## src/hw/odu_pkg.sv

```systemverilog
// Package with constants and types of the octal converter update and reset control.
// Functional notes
// - With strobe high, write frames wait; strobe falling edge later updates unmasked outputs.
// - Command 0101 loads the eight-bit channel load mask from data bits 7..0.
// - Mask bits reset to zero; zero means the strobe pin governs that channel.
// - A masked channel ignores strobe transitions; with the strobe low it still follows 0001 writes.
// - Command 0001 writes input register; converter register follows only when strobe is low.
// - Command 0010 copies selected input registers to converter registers; inputs unchanged.
// - Command 0011 writes input and converter register of the addressed channel.
// - Each strobe falling edge copies input to converter registers on unmasked channels.
// - With the strobe held low, mask bits are disregarded.
// - Hardware reset low clears outputs to zero or midscale per the level select pin.
// - After hardware reset release, outputs hold the cleared value until a new write.
// - While hardware reset is low, every channel register update is blocked; mask and setup frames still load.
// - Command 0110 is a software reset back to the power-on code.
// - During power-on reset, strobe and hardware reset pin activity is ignored.
// - Power-up code is zero scale for select low, midscale for select high.
// - Variant without level select pin powers all outputs up to zero.
// - Command 0111 loads reference and gain setup; bits 19..3 ignored, bit 1 zero.
// - Setup bit 2 selects gain: zero gives one, one gives two.
// - Setup bit 0 zero keeps reference on; one switches it off.
// - Strobe low during a 0001 frame updates both registers at frame select rise.
package odu_pkg;

    localparam int NUM_CHANNELS = 8;
    localparam int CODE_WIDTH   = 16;
    localparam int FRAME_BITS   = 24;
    localparam int COUNT_WIDTH  = 5;

    localparam logic [3:0] CMD_WRITE_INPUT  = 4'h1;
    localparam logic [3:0] CMD_UPDATE_DAC   = 4'h2;
    localparam logic [3:0] CMD_WRITE_UPDATE = 4'h3;
    localparam logic [3:0] CMD_LOAD_MASK    = 4'h5;
    localparam logic [3:0] CMD_SOFT_RESET   = 4'h6;
    localparam logic [3:0] CMD_SETUP        = 4'h7;

    localparam int SETUP_GAIN_BIT = 2;
    localparam int SETUP_RSVD_BIT = 1;
    localparam int SETUP_REF_BIT  = 0;
    localparam int SETUP_WIDTH    = 3;

    localparam logic [7:0]            MASK_RESET  = 8'h00;
    localparam logic [SETUP_WIDTH-1:0] SETUP_RESET = 3'h0;
    localparam logic [CODE_WIDTH-1:0] CODE_ZERO   = 16'h0000;
    localparam logic [CODE_WIDTH-1:0] CODE_MID    = 16'h8000;

    localparam int SYNC_WIDTH = 7;
    localparam int POR_SETTLE = 2;

    typedef struct packed {
        logic [3:0]            cmd;
        logic [3:0]            addr;
        logic [CODE_WIDTH-1:0] data;
    } odu_frame_s;

    typedef struct packed {
        logic sclk;
        logic sdi;
        logic frame_sel_n;
        logic load_strobe_n;
        logic hw_reset_n;
        logic power_up_level_select;
        logic has_level_select;
    } odu_pins_s;

endpackage

```

## src/hw/odu_frame_rx.sv

```systemverilog
// Serial frame receiver sampling the link clock with the system clock.
`timescale 1ns/1ns
module odu_frame_rx
    import odu_pkg::*;
(
    input  wire logic            clk_in,
    input  wire logic            rst_n_in,
    input  wire logic            sclk_in,
    input  wire logic            sdi_in,
    input  wire logic            frame_sel_n_in,
    output odu_frame_s           frame_out,
    output logic                 frame_valid_out
);

    logic                   sclk_prev_q;
    logic                   fs_prev_q;
    logic [FRAME_BITS-1:0]  shift_q;
    logic [COUNT_WIDTH-1:0] count_q;

    always_ff @(posedge clk_in or negedge rst_n_in) begin
        if (!rst_n_in) begin
            sclk_prev_q <= 1'b0;
            fs_prev_q   <= 1'b1;
        end else begin
            sclk_prev_q <= sclk_in;
            fs_prev_q   <= frame_sel_n_in;
        end
    end

    // Data is shifted on each falling link clock edge while the frame is selected.
    always_ff @(posedge clk_in or negedge rst_n_in) begin
        if (!rst_n_in) begin
            shift_q <= '0;
            count_q <= '0;
        end else if (frame_sel_n_in) begin
            count_q <= '0;
        end else if (sclk_prev_q && !sclk_in) begin
            shift_q <= {shift_q[FRAME_BITS-2:0], sdi_in};
            if (count_q != COUNT_WIDTH'(FRAME_BITS)) begin
                count_q <= count_q + 5'h01;
            end
        end
    end

    // The frame is latched on the rising edge of frame select.
    always_ff @(posedge clk_in or negedge rst_n_in) begin
        if (!rst_n_in) begin
            frame_out       <= '0;
            frame_valid_out <= 1'b0;
        end else begin
            frame_valid_out <= 1'b0;
            if (!fs_prev_q && frame_sel_n_in && count_q == COUNT_WIDTH'(FRAME_BITS)) begin
                frame_out       <= shift_q;
                frame_valid_out <= 1'b1;
            end
        end
    end

endmodule

```

## src/hw/odu_sync.sv

```systemverilog
// Two-flop synchroniser for the pin inputs.
`timescale 1ns/1ns
module odu_sync
    import odu_pkg::*;
(
    input  wire logic            clk_in,
    input  wire logic            rst_n_in,
    input  wire odu_pins_s       pins_in,
    output odu_pins_s            pins_out
);

    odu_pins_s stage_q;

    always_ff @(posedge clk_in or negedge rst_n_in) begin
        if (!rst_n_in) begin
            stage_q  <= '0;
            pins_out <= '0;
        end else begin
            stage_q  <= pins_in;
            pins_out <= stage_q;
        end
    end

endmodule

```

## src/hw/odu_top.sv

```systemverilog
// Update, mask, reset and setup control of an eight-channel converter.
`timescale 1ns/1ns
module odu_top
    import odu_pkg::*;
(
    input  wire logic                                  mclk_in,
    input  wire logic                                  resetn_in,
    input  wire logic                                  sclk_in,
    input  wire logic                                  sdi_in,
    input  wire logic                                  frame_sel_n_in,
    input  wire logic                                  load_strobe_n_in,
    input  wire logic                                  hw_reset_n_in,
    input  wire logic                                  power_up_level_select_in,
    input  wire logic                                  has_level_select_in,
    output logic [NUM_CHANNELS-1:0][CODE_WIDTH-1:0]    dac_code_out,
    output logic [NUM_CHANNELS-1:0][CODE_WIDTH-1:0]    input_code_out,
    output logic [NUM_CHANNELS-1:0]                    load_mask_out,
    output logic                                       gain_two_out,
    output logic                                       reference_off_out,
    output logic                                       por_busy_out
);

    logic [1:0]                                 rst_ff_q;
    logic                                       rst_n;
    odu_pins_s                                  pins_raw;
    odu_pins_s                                  pins_s;
    odu_frame_s                                 frame;
    logic                                       frame_valid;
    logic                                       strobe_prev_q;
    logic                                       strobe_fall;
    logic                                       por_done_q;
    logic [1:0]                                 por_cnt_q;
    logic                                       level_q;
    logic                                       has_pin_q;
    logic                                       soft_reset;
    logic [NUM_CHANNELS-1:0][CODE_WIDTH-1:0]    input_q;
    logic [NUM_CHANNELS-1:0][CODE_WIDTH-1:0]    dac_q;
    logic [NUM_CHANNELS-1:0]                    mask_q;
    logic [SETUP_WIDTH-1:0]                     setup_q;

    // Returns the clear code for a level select setting and package variant.
    function automatic logic [CODE_WIDTH-1:0] clear_code(input logic level_high, input logic has_pin);
        if (has_pin && level_high) begin
            clear_code = CODE_MID;
        end else begin
            clear_code = CODE_ZERO;
        end
    endfunction

    always_ff @(posedge mclk_in or negedge resetn_in) begin
        if (!resetn_in) begin
            rst_ff_q <= 2'h0;
        end else begin
            rst_ff_q <= {rst_ff_q[0], 1'b1};
        end
    end

    assign rst_n = rst_ff_q[1];

    assign pins_raw = '{sclk:                  sclk_in,
                        sdi:                   sdi_in,
                        frame_sel_n:           frame_sel_n_in,
                        load_strobe_n:         load_strobe_n_in,
                        hw_reset_n:            hw_reset_n_in,
                        power_up_level_select: power_up_level_select_in,
                        has_level_select:      has_level_select_in};

    odu_sync i_odu_sync (
        .clk_in   (mclk_in),
        .rst_n_in (rst_n),
        .pins_in  (pins_raw),
        .pins_out (pins_s)
    );

    odu_frame_rx i_odu_frame_rx (
        .clk_in          (mclk_in),
        .rst_n_in        (rst_n),
        .sclk_in         (pins_s.sclk),
        .sdi_in          (pins_s.sdi),
        .frame_sel_n_in  (pins_s.frame_sel_n),
        .frame_out       (frame),
        .frame_valid_out (frame_valid)
    );

    // The power-on interval waits until the synchronisers hold real pin values; straps are caught then.
    always_ff @(posedge mclk_in or negedge rst_n) begin
        if (!rst_n) begin
            por_done_q <= 1'b0;
            por_cnt_q  <= 2'h0;
            level_q    <= 1'b0;
            has_pin_q  <= 1'b0;
        end else if (!por_done_q) begin
            if (por_cnt_q == 2'(POR_SETTLE)) begin
                por_done_q <= 1'b1;
                level_q    <= pins_s.power_up_level_select;
                has_pin_q  <= pins_s.has_level_select;
            end else begin
                por_cnt_q <= por_cnt_q + 2'h1;
            end
        end
    end

    always_ff @(posedge mclk_in or negedge rst_n) begin
        if (!rst_n) begin
            strobe_prev_q <= 1'b1;
        end else if (!por_done_q) begin
            strobe_prev_q <= 1'b1;
        end else begin
            strobe_prev_q <= pins_s.load_strobe_n;
        end
    end

    assign strobe_fall = por_done_q && strobe_prev_q && !pins_s.load_strobe_n;
    assign soft_reset  = frame_valid && frame.cmd == CMD_SOFT_RESET;

    // Channel input and converter registers.
    always_ff @(posedge mclk_in or negedge rst_n) begin
        if (!rst_n) begin
            input_q <= '0;
            dac_q   <= '0;
        end else begin
            for (int i = 0; i < NUM_CHANNELS; i++) begin
                if (!por_done_q) begin
                    input_q[i] <= clear_code(pins_s.power_up_level_select, pins_s.has_level_select);
                    dac_q[i]   <= clear_code(pins_s.power_up_level_select, pins_s.has_level_select);
                end else if (!pins_s.hw_reset_n) begin
                    input_q[i] <= clear_code(pins_s.power_up_level_select, has_pin_q);
                    dac_q[i]   <= clear_code(pins_s.power_up_level_select, has_pin_q);
                end else if (soft_reset) begin
                    input_q[i] <= clear_code(level_q, has_pin_q);
                    dac_q[i]   <= clear_code(level_q, has_pin_q);
                end else begin
                    // Registers hold otherwise, so a cleared value stays until written.
                    if (frame_valid && frame.addr == 4'(i) &&
                        (frame.cmd == CMD_WRITE_INPUT || frame.cmd == CMD_WRITE_UPDATE)) begin
                        input_q[i] <= frame.data;
                    end
                    if (frame_valid && frame.addr == 4'(i) && frame.cmd == CMD_WRITE_UPDATE) begin
                        dac_q[i] <= frame.data;
                    end else if (frame_valid && frame.addr == 4'(i) && frame.cmd == CMD_WRITE_INPUT &&
                                 !pins_s.load_strobe_n) begin
                        dac_q[i] <= frame.data;
                    end else if (frame_valid && frame.cmd == CMD_UPDATE_DAC && frame.data[i]) begin
                        dac_q[i] <= input_q[i];
                    end else if (strobe_fall && !mask_q[i]) begin
                        dac_q[i] <= input_q[i];
                    end
                end
            end
        end
    end

    // Load mask and reference/gain setup.
    always_ff @(posedge mclk_in or negedge rst_n) begin
        if (!rst_n) begin
            mask_q  <= MASK_RESET;
            setup_q <= SETUP_RESET;
        end else if (!por_done_q || soft_reset) begin
            mask_q  <= MASK_RESET;
            setup_q <= SETUP_RESET;
        end else if (frame_valid && frame.cmd == CMD_LOAD_MASK) begin
            mask_q <= frame.data[NUM_CHANNELS-1:0];
        end else if (frame_valid && frame.cmd == CMD_SETUP) begin
            setup_q <= frame.data[SETUP_WIDTH-1:0];
        end
    end

    assign dac_code_out      = dac_q;
    assign input_code_out    = input_q;
    assign load_mask_out     = mask_q;
    assign gain_two_out      = setup_q[SETUP_GAIN_BIT];
    assign reference_off_out = setup_q[SETUP_REF_BIT];
    assign por_busy_out      = !por_done_q;

endmodule

```

## config.mk

```make
export PLATFORM = sky130hd
export DESIGN_NAME = odu_top
export DESIGN_NICKNAME = d
export VERILOG_FILES = /design/src/hw/odu_pkg.sv /design/src/hw/odu_frame_rx.sv /design/src/hw/odu_sync.sv /design/src/hw/odu_top.sv
export SDC_FILE = /design/constraint.sdc
export NUM_CORES = 1
export LEC_CHECK = 0
export ABC_AREA = 1
export BUFFER_PORTS_ARGS = -buffer_cell sky130_fd_sc_hd__buf_2
export CORE_MARGIN = 1
export CORE_UTILIZATION = 45
export CTS_CLUSTER_DIAMETER = 50
export DETAILED_ROUTE_END_ITERATION = 12
export GPL_TIMING_DRIVEN = 0
export PLACE_DENSITY = 0.69
export SETUP_SLACK_MARGIN = 0.3
export SLEW_MARGIN = 0
export SYNTH_ARGS = -nofsm -noshare
export SYNTH_HDL_FRONTEND = slang
export SYNTH_HIERARCHICAL = 1
export SYNTH_SLANG_ARGS = --single-unit
```

## constraint.sdc

```tcl
create_clock -name mclk_in -period 10.1 [get_ports mclk_in]
set_clock_uncertainty 0.15 [all_clocks]
set_input_delay 1.01 -clock mclk_in [delete_from_list [all_inputs] [get_ports mclk_in]]
set_output_delay 1.01 -clock mclk_in [all_outputs]
set_load 0.01 [all_outputs]
```

==> summary.txt <==
Run status
  • Result of the run: finished, final reports clean

Yosys
  • FFs w/ async S/R, synth: 100.0%
  • Multiplexer area fraction after synthesis: 0%
  • Synth Area in Compound Gates: a little under an eighth
  • Synth warn: 6
  • Post-synthesis cell type count: 34
  • Simple-gate portion of the synthesized area: 24.34%
  • Top_reg_cell synth: dfrtp_1
  • Cell area after synthesis: roughly 0.015 mm^2
  • Post-synth EDFFs: 0
  • Synth Instances: between 1,500 and 2,000
  • Xor/xnor share of the synthesized area: less than 1%
  • Syn Area/Cell: between 8 and 9 um^2
  • Synthesized flop and latch total: between 300 and 400
  • Seq/Total Area, Yosys: around 58%
  • Post-Synth Adder-Cell Area: less than 1%
  • Syn Nets: around 1,700
  • Combinational family with the most area after synthesis: simple AND/OR/NAND/NOR gates

Power
  • Total power: ~3.1 mW
  • Clock share of power: between 40% and 50%
  • Leak: just under 10 nW
  • Comb power frac: under 10%
  • Pwr per Cell Area: 169.2 mW/mm^2
  • Sequential group share of total power: 45.6%
  • Psw: roughly 700 uW
  • Peak VDD IR: approximately 0.12 mV
  • Internal: about 2.4 mW
  • Switching share of total power: 22.73%

Route
  • DRC violation count after routing: 0
  • Vias per cell: approximately 5.5
  • Iter 0 DRT Violations: approximately 1,500
  • Final WL: around 51,000 um
  • Total number of vias: between 10,000 and 15,000
  • Routed Antenna Nets: 0
  • TritonRoute pass-1 iters: 6
  • Routed len/inst: between 20 and 25 um

Flow run
  • Max cap viols: 0

Floorplanning
  • Die width: around 180 um
  • Core ar.: between 0.03 and 0.04 mm^2
  • Die Span Y: roughly 180 um
  • Ports: approximately 280
  • Die area: 0.03361 mm^2
  • Starting Density: a little under half
  • FP Rows: 66

Clock network
  • TritonCTS buffer count: 41
  • CTS tree: yes
  • Setup bufs post-CTS: 0
  • Clock sink total: roughly 340
  • Max clock buf depth: 3
  • H-tree Lvls: 2
  • Clk slew on worst S/H paths: roughly 0.06 ns
  • Root Buffer: clkbuf_16
  • Cells resized by post-CTS repair: 0
  • Hold Buf Count CTS: 0
  • Clk_lat worst skew: 0.54 ns

Placement
  • Dpl cells: about 2,500
  • Post-Place Worst Slack: 7.596 ns
  • I/O Buffers: ~280
  • GP Congestion: 0.9514
  • Placed Instance Area: between 0.015 and 0.02 mm^2
  • Detailed placement HPWL: between 30,000 and 40,000 um

Critical path
  • Crit path launch type: flop
  • CP top delay family: buffers and inverters
  • Reg-to-Reg Start: i_odu_frame_rx/frame_out[3]
  • Critical path class: reg -> reg
  • Buf/Inv on CP: 2
  • RR Endpoint: dac_code_out[55]
  • Crit path max-delay cell type: o221ai_2
  • CP max stage delay: approximately 0.75 ns
  • Crit. End Element: flop
  • Reg2reg path depth: 6
  • CP arrival: between 2 and 3 ns
  • Worst R2R Setup Slack: between 7 and 8 ns
  • Crit path max fanout: 10
  • Most numerous cell on the critical path: nand2_1
  • Crit path cell chain: clkinv_1 -> o221ai_2 -> nor2_2 -> buf_2 -> nand2_1 -> nand2_1
  • Critical Path RT: 10.36 ns

Final layout
  • Design area: 0.01831 mm^2
  • Commonest non-fill, non-tap cell in the layout: nand2_1
  • Leading cell types in the layout, fill and taps excluded: 664 x nand2_1, 341 x dfrtp_1, 308 x buf_2
  • Final std cells w/o fill: around 2,500
  • Share of cells above drive strength 1: between 20% and 30%
  • Antenna diode count: 0
  • Fin util: between 50% and 60%
  • Final Net Count: roughly 2,100
  • Area growth syn-to-layout: 23.74%

STA
  • Minimum hold slack: ~0.094 ns
  • Unrepaired setup endpoints after global routing: no
  • Fin crit share: 25.88%
  • Worst Setup Slack, final: 7.486 ns
  • Fmax: around 380 MHz
  • Endpoints failing hold: 0
  • Measured slew at the worst slew-check pin: roughly 0.81 ns
  • Final Critical Period: about 2.6 ns
  • Finish-stage setup viols: 0
  • Setup Total Neg Slack: 0 ns
  • Slew Limit Fails: 0
  • Slew margin rel.: between 40% and 50%

GRT
  • Total gr overflow: 0
  • Total track usage: 30.67%
  • Antenna violations before repair: 2
  • First-pass GRT wire length: 76,620 um
  • Pin count of the biggest net entering global routing: 75
  • Vias in the first global route: 12,870

Min path
  • Worst min path class: in -> async
final cells by class:
type	count	area (um^2)
fillers	3000	14140
flip-flops and latches	344	8615
multi-input cells	1207	5406
repair buffers	280	1514
clock buffers	61	1244
well taps	442	553.0
plain buffers	96	470.5
inverters	83	314.1
clock inverters	15	193.9
worst register-to-register path: stages, from the launching register on:
cell and delay [ns]:
dfrtp_1 0.36, clkinv_1 0.64, o221ai_2 0.76, nor2_2 0.20, buf_2 0.23, nand2_1 0.08
nand2_1 0.06
metal layers:
| metal | vias up | share of wire [%] | track usage, % |
|---|---|---|---|
| met5 | - | 0 | 0 |
| met4 | 0 | 4.7 | 13.07 |
| met3 | 135 | 11 | 6.970 |
| met2 | 763 | 44 | 47.06 |
| met1 | 6714 | 40 | 41.88 |
| li1 | 6281 | - | - |
kinds of logic (layout without fill, tap and decap cells):
family / after synthesis / count (layout)
and+or+nand+nor: 872 / 872
buffers and inverters: 179 / 535
adders and majority gates: 3 / 3
AOI/OAI and AO/OA: 329 / 329
DFF: 344 / 344
other: 1 / 1
xor gates and xnor gates: 2 / 2
worst max-delay path by stage:
stage | from | depth (start not counted) | to
floorplan | rst_ff_q[1] | 0 | dac_code_out[0]
global placement | rst_ff_q[1] | 0 | dac_code_out[55]
detailed placement | por_done_q | 5 | input_code_out[127]
CTS | por_done_q | 3 | por_busy_out
global route | i_odu_frame_rx/frame_out[3] | 6 | dac_code_out[55]
finish | i_odu_frame_rx/frame_out[3] | 6 | dac_code_out[55]
registers in the layout, summed over array words and instances (netlist names), 5 cells and up:
signal and cells:
i_odu_sync/stage_q 7, load_mask_out 8, dac_code_out 128, input_code_out 128, i_odu_sync/pins_out 7, i_odu_frame_rx/count_q 5, i_odu_frame_rx/shift_q 24, i_odu_frame_rx/frame_out 24
Yosys cell counts, types with 4 or more instances:
library cell | count | area, um^2
nor3_1 | 9 | 45.04
a21oi_1 | 13 | 65.06
nor2_1 | 30 | 112.6
o21ai_0 | 266 | 1331
dfrtp_1 | 342 | 8558
nand3_2 | 5 | 50.05
nor2_2 | 5 | 31.28
o21ai_2 | 8 | 70.07
nand3_1 | 145 | 725.7
nor2_4 | 6 | 67.56
o21ai_1 | 30 | 150.1
clkbuf_1 | 49 | 183.9
nand2_1 | 664 | 2492
o221ai_2 | 4 | 60.06
clkinv_1 | 9 | 33.78
buf_2 | 33 | 165.2
nand2_2 | 4 | 25.02
buf_4 | 6 | 45.04
inv_1 | 70 | 262.8
o31ai_1 | 6 | 45.04
buf_6 | 6 | 67.56
power by group through the flow:
| stage | Sequential (mW) | Clock [mW] | Combinational (mW) |
|---|---|---|---|
| after floorplan | 1.45 | 0 | 0.0739 |
| after global placement | 1.46 | 0 | 0.113 |
| after detailed placement | 1.44 | 0 | 0.146 |
| after CTS | 1.41 | 1.55 | 0.147 |
| after global routing | 1.42 | 1.61 | 0.164 |
| final | 1.41 | 1.54 | 0.146 |
Note: power is estimated with default switching activity, not from simulation.
